===== src/logic/secp_cfg.svh =====
`ifndef SECP_CFG_SVH
`define SECP_CFG_SVH

// reference clock rate in hertz
`define SECP_REF_CLK_HZ 40000000

// worst-case self-timed programming times in milliseconds
`define SECP_WORD_PROG_TIME_MS 5
`define SECP_BULK_ERASE_TIME_MS 15
`define SECP_BULK_WRITE_TIME_MS 30

// least deselect gap the master keeps, in nanoseconds
`define SECP_DESELECT_GAP_TIME_NS 250

// programming times as clock counts, rounded down
`define SECP_WORD_PROG_CYCLES ((`SECP_WORD_PROG_TIME_MS * `SECP_REF_CLK_HZ) / 1000)
`define SECP_BULK_ERASE_CYCLES ((`SECP_BULK_ERASE_TIME_MS * `SECP_REF_CLK_HZ) / 1000)
`define SECP_BULK_WRITE_CYCLES ((`SECP_BULK_WRITE_TIME_MS * `SECP_REF_CLK_HZ) / 1000)

// two-bit opcodes following the start marker bit
`define SECP_OP_SPECIAL 2'h0
`define SECP_OP_WRITE 2'h1
`define SECP_OP_READ 2'h2
`define SECP_OP_ERASE 2'h3

// sub-codes in the top two address bits of the special opcode
`define SECP_SUB_DISABLE 2'h0
`define SECP_SUB_WRITE_ALL 2'h1
`define SECP_SUB_ERASE_ALL 2'h2
`define SECP_SUB_ENABLE 2'h3

// field lengths in serial clocks
`define SECP_OPCODE_LEN 5'h02
`define SECP_ADDR_LEN_X16 5'h0a
`define SECP_ADDR_LEN_X8 5'h0b
`define SECP_DATA_LEN_X16 5'h10
`define SECP_DATA_LEN_X8 5'h08

// usable address bits per variant and word width
`define SECP_ADDR_MASK_X16_LARGE 11'h3ff
`define SECP_ADDR_MASK_X16_SMALL 11'h1ff
`define SECP_ADDR_MASK_X8_LARGE 11'h7ff
`define SECP_ADDR_MASK_X8_SMALL 11'h3ff

// register port map
`define SECP_REG_CTRL 4'h0
`define SECP_REG_STATUS 4'h4
`define SECP_CTRL_LARGE_BIT 0
`define SECP_CTRL_LARGE_RESET 1'h1

`endif


===== src/logic/secp_pkg.sv =====
package secp_pkg;

    // command sequencer states
    typedef enum logic [2:0] {
        SECP_IDLE,
        SECP_OPCODE,
        SECP_ADDR,
        SECP_DATA,
        SECP_RD_LOAD,
        SECP_RD_SHIFT,
        SECP_STATUS
    } secp_state_t;

    // kind of self-timed programming cycle
    typedef enum logic [1:0] {
        SECP_PROG_ERASE,
        SECP_PROG_WRITE,
        SECP_PROG_ERASE_ALL,
        SECP_PROG_WRITE_ALL
    } secp_prog_op_t;

    // array read request
    typedef struct packed {
        logic stb;
        logic [10:0] addr;
    } secp_rd_req_t;

    // array programming request
    typedef struct packed {
        logic stb;
        secp_prog_op_t op;
        logic [10:0] addr;
        logic [15:0] wdata;
    } secp_prog_req_t;

    // whole state of the command port
    typedef struct packed {
        secp_state_t state;
        logic sclk_prev;
        logic [4:0] cnt;
        logic [1:0] opcode;
        logic [10:0] addr;
        logic [15:0] data;
        logic so;
        logic oe;
        logic prog_en;
        logic ctrl_large;
        logic [31:0] rdata;
        secp_rd_req_t rd_req;
        secp_prog_req_t prog_req;
    } secp_core_t;

endpackage


===== src/logic/secp_top.sv =====
// What this block does
// - word width strap picks 16 or 8 bits
// - serial input sampled on serial clock rise
// - output released except read or status
// - status low while busy, high when ready
// - deselect releases the serial output at once
// - sub-code 11 under opcode 00 enables programming
// - sub-code 10 erases all, then status
// - sub-code 01 writes all with one word
// - sub-code 00 disables programming, output released
// - address field width follows strap; usable address bits follow variant
// - programming lasts 5, 15 or 30 ms
// - start bit: first rise with select and input high
// - read puts one zero before the word
// - starts disabled; reads allowed, enabled or not, except while busy
// - deselect resets decoder, programming runs on
`timescale 1ns/1ps
`include "secp_cfg.svh"
module secp_top #(
    parameter int WORD_PROG_CYCLES = `SECP_WORD_PROG_CYCLES,
    parameter int BULK_ERASE_CYCLES = `SECP_BULK_ERASE_CYCLES,
    parameter int BULK_WRITE_CYCLES = `SECP_BULK_WRITE_CYCLES,
    parameter int TIMER_WIDTH = 21
) (
    // clock and reset
    input wire logic REF_CLK,
    input wire logic RSTN,
    // serial link pins
    input wire logic SEL,
    input wire logic SCLK,
    input wire logic SERIAL_IN,
    output logic SERIAL_OUT,
    output logic SERIAL_OUT_OE,
    // word width strap
    input wire logic WORD_WIDTH_SELECT,
    // register port
    input wire logic [3:0] REG_ADDR,
    input wire logic [31:0] REG_WDATA,
    input wire logic REG_WR,
    input wire logic REG_RD,
    output logic [31:0] REG_RDATA,
    // memory array side
    output secp_pkg::secp_rd_req_t MEM_RD,
    input wire logic [15:0] MEM_RD_DATA,
    output secp_pkg::secp_prog_req_t MEM_PROG,
    output logic PROG_BUSY
);

    secp_pkg::secp_core_t s; // registered state
    secp_pkg::secp_core_t n; // next state

    logic rise; // serial clock rising edge while selected
    logic busy; // self-timed cycle running
    logic [4:0] alen; // address field length
    logic [4:0] dlen; // data word length
    logic [10:0] addr_mask; // usable address bits
    logic [10:0] a_new; // address field with the current bit
    logic [15:0] d_new; // data field with the current bit
    logic [1:0] sub_new; // special sub-code from the new address
    logic go_prog; // a programming instruction is complete
    secp_pkg::secp_prog_op_t go_op; // which programming cycle
    logic [15:0] go_wdata; // word to program
    logic prog_start; // timer load
    logic [TIMER_WIDTH-1:0] prog_cycles; // timer load value

    // field geometry from strap and variant
    always_comb
    begin
        if (WORD_WIDTH_SELECT)
        begin
            alen = `SECP_ADDR_LEN_X16;
            dlen = `SECP_DATA_LEN_X16;
            addr_mask = s.ctrl_large ? `SECP_ADDR_MASK_X16_LARGE : `SECP_ADDR_MASK_X16_SMALL;
            sub_new = a_new[9:8];
        end
        else
        begin
            alen = `SECP_ADDR_LEN_X8;
            dlen = `SECP_DATA_LEN_X8;
            addr_mask = s.ctrl_large ? `SECP_ADDR_MASK_X8_LARGE : `SECP_ADDR_MASK_X8_SMALL;
            sub_new = a_new[10:9];
        end
    end

    // edge detect and shift-in values
    assign rise = SEL & SCLK & ~s.sclk_prev;
    assign a_new = {s.addr[9:0], SERIAL_IN};
    assign d_new = {s.data[14:0], SERIAL_IN};

    // next-state logic of the command port
    always_comb
    begin
        n = s;
        go_prog = 1'b0;
        go_op = secp_pkg::SECP_PROG_ERASE;
        go_wdata = 16'hffff;
        prog_start = 1'b0;
        prog_cycles = '0;
        n.sclk_prev = SCLK;
        n.rd_req.stb = 1'b0;
        n.prog_req.stb = 1'b0;
        n.rdata = 32'h00000000;
        // register writes
        if (REG_WR && REG_ADDR == `SECP_REG_CTRL)
        begin
            n.ctrl_large = REG_WDATA[`SECP_CTRL_LARGE_BIT];
        end
        // register reads, answered next cycle
        if (REG_RD)
        begin
            case (REG_ADDR)
                `SECP_REG_CTRL:
                begin
                    n.rdata = {31'h00000000, s.ctrl_large};
                end
                `SECP_REG_STATUS:
                begin
                    n.rdata = {28'h0000000, SEL, WORD_WIDTH_SELECT, s.prog_en, busy};
                end
                default:
                begin
                    n.rdata = 32'h00000000;
                end
            endcase
        end
        if (!SEL)
        begin
            // deselected: decoder held in reset, timer runs on
            n.state = secp_pkg::SECP_IDLE;
            n.oe = 1'b0;
            n.cnt = 5'h00;
            n.opcode = 2'h0;
        end
        else
        begin
            case (s.state)
                secp_pkg::SECP_IDLE:
                begin
                    if (busy)
                    begin
                        // reselected during a cycle: show status
                        n.state = secp_pkg::SECP_STATUS;
                        n.oe = 1'b1;
                        n.so = 1'b0;
                    end
                    else if (rise && SERIAL_IN)
                    begin
                        n.state = secp_pkg::SECP_OPCODE;
                        n.cnt = `SECP_OPCODE_LEN;
                    end
                end
                secp_pkg::SECP_OPCODE:
                begin
                    if (rise)
                    begin
                        n.opcode = {s.opcode[0], SERIAL_IN};
                        n.cnt = s.cnt - 5'h01;
                        if (s.cnt == 5'h01)
                        begin
                            n.state = secp_pkg::SECP_ADDR;
                            n.cnt = alen;
                        end
                    end
                end
                secp_pkg::SECP_ADDR:
                begin
                    if (rise)
                    begin
                        n.addr = a_new;
                        n.cnt = s.cnt - 5'h01;
                        if (s.cnt == 5'h01)
                        begin
                            // last address bit: decode
                            n.state = secp_pkg::SECP_IDLE;
                            case (s.opcode)
                                `SECP_OP_READ:
                                begin
                                    n.addr = a_new & addr_mask;
                                    n.rd_req.stb = 1'b1;
                                    n.rd_req.addr = a_new & addr_mask;
                                    n.so = 1'b0;
                                    n.oe = 1'b1;
                                    n.cnt = 5'h01;
                                    n.state = secp_pkg::SECP_RD_LOAD;
                                end
                                `SECP_OP_WRITE:
                                begin
                                    n.addr = a_new & addr_mask;
                                    n.cnt = dlen;
                                    n.state = secp_pkg::SECP_DATA;
                                end
                                `SECP_OP_ERASE:
                                begin
                                    n.addr = a_new & addr_mask;
                                    go_prog = 1'b1;
                                    go_op = secp_pkg::SECP_PROG_ERASE;
                                end
                                default:
                                begin
                                    case (sub_new)
                                        `SECP_SUB_ENABLE:
                                        begin
                                            n.prog_en = 1'b1;
                                        end
                                        `SECP_SUB_DISABLE:
                                        begin
                                            n.prog_en = 1'b0;
                                        end
                                        `SECP_SUB_ERASE_ALL:
                                        begin
                                            go_prog = 1'b1;
                                            go_op = secp_pkg::SECP_PROG_ERASE_ALL;
                                        end
                                        default:
                                        begin
                                            n.cnt = dlen;
                                            n.state = secp_pkg::SECP_DATA;
                                        end
                                    endcase
                                end
                            endcase
                        end
                    end
                end
                secp_pkg::SECP_DATA:
                begin
                    if (rise)
                    begin
                        n.data = d_new;
                        n.cnt = s.cnt - 5'h01;
                        if (s.cnt == 5'h01)
                        begin
                            // last data bit: word or whole-array write
                            go_prog = 1'b1;
                            go_op = (s.opcode == `SECP_OP_WRITE) ?
                                secp_pkg::SECP_PROG_WRITE : secp_pkg::SECP_PROG_WRITE_ALL;
                            go_wdata = WORD_WIDTH_SELECT ? d_new : {8'h00, d_new[7:0]};
                        end
                    end
                end
                secp_pkg::SECP_RD_LOAD:
                begin
                    // array answers one cycle after the request
                    if (s.cnt != 5'h00)
                    begin
                        n.cnt = 5'h00;
                    end
                    else
                    begin
                        n.data = WORD_WIDTH_SELECT ? MEM_RD_DATA : {MEM_RD_DATA[7:0], 8'h00};
                        n.cnt = dlen;
                        n.state = secp_pkg::SECP_RD_SHIFT;
                    end
                end
                secp_pkg::SECP_RD_SHIFT:
                begin
                    if (rise)
                    begin
                        // msb first; the word is left aligned
                        n.so = s.data[15];
                        n.data = {s.data[14:0], 1'b0};
                        n.cnt = s.cnt - 5'h01;
                        if (s.cnt == 5'h01)
                        begin
                            // sequential read of the next word
                            n.addr = (s.addr + 11'h001) & addr_mask;
                            n.rd_req.stb = 1'b1;
                            n.rd_req.addr = (s.addr + 11'h001) & addr_mask;
                            n.cnt = 5'h01;
                            n.state = secp_pkg::SECP_RD_LOAD;
                        end
                    end
                end
                secp_pkg::SECP_STATUS:
                begin
                    n.so = ~busy;
                    if (rise && SERIAL_IN && !busy)
                    begin
                        // next start bit ends the status display
                        n.state = secp_pkg::SECP_OPCODE;
                        n.cnt = `SECP_OPCODE_LEN;
                        n.oe = 1'b0;
                    end
                end
                default:
                begin
                    n.state = secp_pkg::SECP_IDLE;
                    n.oe = 1'b0;
                end
            endcase
            // launch a programming cycle only when enabled
            if (go_prog)
            begin
                if (s.prog_en)
                begin
                    n.prog_req.stb = 1'b1;
                    n.prog_req.op = go_op;
                    n.prog_req.addr = n.addr;
                    n.prog_req.wdata = go_wdata;
                    n.state = secp_pkg::SECP_STATUS;
                    n.oe = 1'b1;
                    n.so = 1'b0;
                    prog_start = 1'b1;
                    case (go_op)
                        secp_pkg::SECP_PROG_ERASE_ALL:
                        begin
                            prog_cycles = TIMER_WIDTH'(BULK_ERASE_CYCLES);
                        end
                        secp_pkg::SECP_PROG_WRITE_ALL:
                        begin
                            prog_cycles = TIMER_WIDTH'(BULK_WRITE_CYCLES);
                        end
                        default:
                        begin
                            prog_cycles = TIMER_WIDTH'(WORD_PROG_CYCLES);
                        end
                    endcase
                end
                else
                begin
                    n.state = secp_pkg::SECP_IDLE;
                end
            end
        end
    end

    // state register
    always_ff @(posedge REF_CLK or negedge RSTN)
    begin
        if (!RSTN)
        begin
            s <= '0;
            s.ctrl_large <= `SECP_CTRL_LARGE_RESET;
        end
        else
        begin
            s <= n;
        end
    end

    // programming cycle timer
    secp_prog_timer #(
        .WIDTH(TIMER_WIDTH)
    ) u_timer (
        .clk(REF_CLK),
        .rstn(RSTN),
        .load(prog_start),
        .load_val(prog_cycles),
        .busy(busy)
    );

    // outputs
    assign SERIAL_OUT = s.so;
    assign SERIAL_OUT_OE = s.oe & SEL;
    assign REG_RDATA = s.rdata;
    assign MEM_RD = s.rd_req;
    assign MEM_PROG = s.prog_req;
    assign PROG_BUSY = busy;
endmodule


===== src/logic/secp_prog_timer.sv =====
`timescale 1ns/1ps
// down counter timing one self-timed programming cycle
module secp_prog_timer #(
    parameter int WIDTH = 21
) (
    // clock and reset
    input wire logic clk,
    input wire logic rstn,
    // load request and cycle count
    input wire logic load,
    input wire logic [WIDTH-1:0] load_val,
    // high while the cycle runs
    output logic busy
);

    // timer state
    typedef struct packed {
        logic [WIDTH-1:0] count;
    } secp_timer_t;

    secp_timer_t s; // registered state
    secp_timer_t n; // next state

    // load wins, otherwise count down to zero
    always_comb
    begin
        n = s;
        if (load)
        begin
            n.count = load_val;
        end
        else if (s.count != '0)
        begin
            n.count = s.count - WIDTH'(1);
        end
    end

    // state register
    always_ff @(posedge clk or negedge rstn)
    begin
        if (!rstn)
        begin
            s <= '0;
        end
        else
        begin
            s <= n;
        end
    end

    assign busy = (s.count != '0);
endmodule


===== config.mk =====
export PLATFORM = sky130hd
export DESIGN_NAME = secp_top
export DESIGN_NICKNAME = d
export VERILOG_FILES = /design/src/logic/secp_pkg.sv /design/src/logic/secp_top.sv /design/src/logic/secp_prog_timer.sv
export VERILOG_INCLUDE_DIRS = /design/src /design/src/logic
export SDC_FILE = /design/constraint.sdc
export NUM_CORES = 1
export LEC_CHECK = 0
export BUFFER_PORTS_ARGS = -buffer_cell sky130_fd_sc_hd__buf_2
export CAP_MARGIN = 20
export CORE_UTILIZATION = 51
export CTS_CLUSTER_SIZE = 28
export DETAILED_ROUTE_END_ITERATION = 8
export PLACE_DENSITY = 0.75
export SLEW_MARGIN = 20
export SYNTH_ARGS = -nofsm -noshare
export SYNTH_HDL_FRONTEND = slang
export SYNTH_SLANG_ARGS = --single-unit

===== constraint.sdc =====
create_clock -name REF_CLK -period 3.2 [get_ports REF_CLK]
set_input_delay 0 -clock REF_CLK [delete_from_list [all_inputs] [get_ports REF_CLK]]
set_output_delay 0 -clock REF_CLK [all_outputs]
set_load 0.02 [all_outputs]

-- After elaboration in Yosys (flattened, before gate mapping)
Cells that the tools add are included.
- flip-flop bits (word level): 137
- $add $sub $neg: 3
- reduce and logical (&&, ||, !) cells: 24
- muxes and demuxes: 101
- bitwise operators: 8
- equal/unequal tests: 42
- operator list (kind ; count):
    $mux W16 ; 7
    $mux W21 ; 5
    $mux W11 ; 6
    $mux W12 ; 5
    $mux W30 ; 2
    $mux W5 ; 12
    $pmux W16 S3 ; 1
    $mux W3 ; 15
    $mux W42 ; 1
    $pmux W21 S2 ; 1
    $pmux W5 S7 ; 1
    $ne A4 B4 Y1 const B ; 8
    $mux W2 ; 15
    $mux W28 ; 1
    $ne A3 B3 Y1 const B ; 8
    $pmux W12 S2 ; 1
    $and A11 B11 Y11 ; 2
    $pmux W11 S2 ; 1
    $pmux W3 S7 ; 1
    $reduce_bool A21 Y1 ; 1
    $sub A21 B1 Y21 const B ; 1
    $pmux W5 S3 ; 1
    $mux W7 ; 2
    $mux W1 ; 13
    40 further kinds ; 67

-- Longest topological paths before layout
- depth after elaboration: 14
- gate-level depth with buffers: 11
- gate-level depth less buffers: 9

-- Cells and area by module
A second synthesis with hierarchy kept.
- cells, all modules: 744
- area, all modules: 6819.0 sq um
- modules (own cells, without submodules) (module ; area an instance (sq um) ; times used ; cells an instance ; sequential area each (sq um)):
    secp_top ; 5574.1 ; 1 ; 599 ; 2203.4
    secp_prog_timer ; 1244.9 ; 1 ; 145 ; 525.5

-- Worst setup path before layout
No wires, ideal clock.
- path type: reg-to-reg
- from: register s (netlist bit a_new[8])
- to: register s (netlist bit MEM_PROG[23])
- setup slack: 526 ps
- period minus slack after synthesis: 2674 ps
- data arrival time: 2549 ps
- required time: 3075 ps
- stages on the path, launching flop included: 10
- cells stage by stage: dfrtp_1 > clkbuf_1 > mux2i_1 > ha_1 > or3b_2 > a2111oi_4 > and2_1 > buf_6 > buf_8 > mux2_4
- word-level cells in the longest chain between the ends: 9
- ends and longest elaborated chain (item ; RTL line ; text):
    from (decl) ; secp_top.sv:49 ; secp_pkg::secp_core_t s;
    from (signal assigned) ; secp_top.sv:337 ; s <= n;
    $mux W2 ; secp_top.sv:69 ; if (WORD_WIDTH_SELECT)
    $eq A2 B2 Y1 ; secp_top.sv:200 ; case (sub_new)
    $mux W1 ; secp_top.sv:200 ;
    $pmux W1 S2 ; secp_top.sv:175 ; case (s.opcode)
    $mux W1 ; secp_top.sv:171 ; if (s.cnt == 5'h01)
    $mux W1 ; secp_top.sv:167 ; if (rise)
    $pmux W1 S2 ; secp_top.sv:136 ; case (s.state)
    $mux W1 ; secp_top.sv:126 ; if (!SEL)
    $reduce_and A3 Y1 (no line) ; n/a ;
Parallel ways exist; a longest one is shown, timed or not. The select of a mux whose other input is x is not followed.
A chain may end at the register's enable or synchronous reset.

-- Worst setup path after layout
- from: register s (netlist bit a_new[9])
- to: register s (netlist bit MEM_PROG[22])
- word-level cells in the longest chain between the ends: 9
- ends and longest elaborated chain (item ; RTL line):
    $mux W2 ; secp_top.sv:69
    $eq A2 B2 Y1 ; secp_top.sv:200
    $mux W1 ; secp_top.sv:200
    $pmux W1 S2 ; secp_top.sv:175
    $mux W1 ; secp_top.sv:171
    $mux W1 ; secp_top.sv:167
    $pmux W1 S2 ; secp_top.sv:136
    $mux W1 ; secp_top.sv:126
    $reduce_and A3 Y1 (no line) ; n/a
Every way passes these cells. The select of a mux whose other input is x is not followed.

==> flow_summary.toml <==
[run_status]
outcome = "finished, final reports clean"

[setup_path]
rr_worst_depth = 7
cpMaxStageDelayCell = "or3b_2"
end_kind = "register"
cp.arrival_ps = 3100
path_cells = "mux2i_1 > ha_1 > or3b_2 > a2111oi_4 > and2_1 > buf_4 > mux2_2"
critical_path_required_ps = 3440
r2r-start = "a_new[9]"
crit_type = "reg -> reg"
crit_path_max_incr_delay_ps = 520
start_kind = "register"
rr_endpoint = "MEM_PROG[22]"
r2r_setup_slack_ps = 340
path_max_fanout = 26

[min_path]
holdPathStages = 3
holdPathEnd = "s[74]"
hold_start = "REG_WR"
hold_class = "in -> reg"

[pwr]
vdd_drop_max_v = 0.000371
leakagePower_nw = 3.39
power_mw = 4.91
power_density_mw_per_mm2 = 681

[die]
die-area_mm2 = 0.0136
die_x_um = 117
start_util = 0.526
core_area_mm2 = 0.0127
die_height_um = 117
io-pin-count = 137
rows = 41

[logic_synthesis]
synth-xor-area-share = 0.0353
synth_area_leaders = "dfrtp_1 40%, buf_4 8.5%, nor2_1 2.8%, nand2_1 2.7%, o21ai_0 2.6%"
synth_top_family_by_area = "compound AO/OA/AOI/OAI gates"
synth_common_cells = "108 x dfrtp_1, 76 x buf_4, 50 x nor2_1"
synth.yosys.warnings = 0
synth_cells = 707
yosys_most_used_dff = "dfrtp_1"
synth_cell_types = 78
synth.largest_area_cell = "dfrtp_1"
synth_top_cell_area_share = 0.404
synth_mux_area_frac = 0.0465
synth_adder_area_share = 0.0187
syn_area_mm2 = 0.00670
synthSimpleGateAreaFrac = 0.153
ys_ff_latch = 109
async_flop_share = 1.00
synth_most_common_cell = "dfrtp_1"
synth_compound_area_frac = 0.206
synth_edf_count = 0
synth.avg_cell_area_um2 = 9.47
yosysSeqAreaShare = 0.408

[placement]
hpwl_um = 11600
postPlaceCellArea_mm2 = 0.00677
place_congestion = 0.906
port_buffers = 77

[timing]
layout_min_cycle_time_ps = 2860
worstMarginPinSlew_ps = 873
skew_ps = 11.2
max_freq_mhz = 350
hold_ws_ps = 3.55
hold_viol = 0
finalCritPeriodShare = 0.893
grt_setup_unrepaired = "no"
max-slew-margin-rel = 0.416
setup_tns_ps = 0
setup_violations = 0
drv_slew = 0

[clock_network]
insertion_delay_ps = 360
cts_tree = "built"
clockRootBuffer = "clkbuf_16"
clkSinkCount = 109
clk_pin_slew_worst_paths_ps = 80
postCtsSetupRepairBufs = 0
cts_max_path_buffers = 2
cts_buffers = 9
htree_levels = 3

[global_routing]
grt_overflow = 0
antenna_found_initial = 0
grt_pass1_vias = 5265
grt_util_all_layers = 0.251
grt_max_degree = 69
grt_pass1_wl_um = 26400

[flow_run]
drv_cap = 0

[detailed_routing]
dr.pass1.iters = 9
routedWlPerCell_um = 17.8
avgViaCountPerCell = 5.98
drt_first_iter_violations = 474
ant_nets = 0
num_vias = 5451
drt_wl_total_um = 16200
drc = 0

[layout]
drive_gt1_frac = 0.191
areaGrowthSynthToFinish_pct = 7.75
nNetsFinal = 804
stdcell_area_mm2 = 0.00722
antenna_cells = 0
## registers in the layout, indices dropped and copies added, names as in the netlist
signal	flops
MEM_PROG	30
MEM_RD	12
REG_RDATA	4
SERIAL_OUT	1
a_new	10
d_new	15
s	16
u_timer.s	21
## area by class of cell
cell class / instances / area, um^2
clock buffers: 9 / 225
clock inverters: 7 / 83.8
fillers: 1164 / 5510
inverters: 27 / 103
multi-input cells: 478 / 3180
flip-flops and latches: 109 / 2730
well taps: 172 / 215
repair buffers: 109 / 676
## what timing repair did
item	in CTS	in global routing
gates resized for setup	0	0
hold buffers	14	0
hold endpoints to repair	79	0
## report_power, final
part | internal [mW] | leakage (nW) | switching (mW)
Sequential | 1.66 | 1.41 | 0.391
Clock | 0.620 | 0.142 | 0.543
Combinational | 0.713 | 1.84 | 0.988
## critical path, delay by kind of cell, from the launching register on
family | cells | cell delay [ps]
adder cells (fa/ha/maj) | 1 | 210
buffers and inverters | 1 | 310
flip-flops | 1 | 480
AO/OA/AOI/OAI | 1 | 330
multiplexers | 2 | 670
AND/OR/NAND/NOR | 2 | 720
## per-stage QoR
step / utilization / instances / setup WS (ps)
floorplan: - / 734 / 526
global placement: 0.532 / 881 / 481
detailed placement: 0.532 / 881 / 359
CTS: 0.567 / 911 / 342
global route: 0.567 / 911 / 168
finish: 0.567 / 911 / 342
## metal layers
layer  GRT usage  vias to the layer above  part of all wire
li1            -                     2504                 -
met1       0.351                     2660              0.43
met2       0.399                      256              0.47
met3      0.0431                       31             0.073
met4      0.0759                        0             0.018
met5           0                        -                 0
## how the worst max path moves through the flow
stage               startpoint           end  cells after the start
floorplan             a_new[8]  MEM_PROG[23]                      9
global placement      a_new[9]  MEM_PROG[16]                      7
detailed placement    a_new[9]  MEM_PROG[22]                      7
CTS                   a_new[9]  MEM_PROG[22]                      7
global route          a_new[9]  MEM_PROG[22]                      7
finish                a_new[9]  MEM_PROG[22]                      7
## cell families (layout without fill, tap and decap cells)
| kind of cell | after synthesis | after routing |
|---|---|---|
| AND/OR/NAND/NOR | 197 | 197 |
| AO/OA/AOI/OAI | 188 | 188 |
| buffers and inverters | 147 | 152 |
| flip-flops | 109 | 109 |
| multiplexers | 28 | 28 |
| XOR/XNOR | 27 | 27 |
| adder cells (fa/ha/maj) | 10 | 10 |
| other | 1 | 28 |
## cells in the final DEF (no fill, tap or decap), types with 17 or more instances in the layout
cell	instances
xnor2_1	17
a31oi_1	19
nor2_1	50
buf_4	18
buf_2	76
a21oi_1	23
o21ai_0	35
nand2_1	48
conb_1	28
inv_1	26
dfrtp_1	108
(Power assumes the default switching activity.)
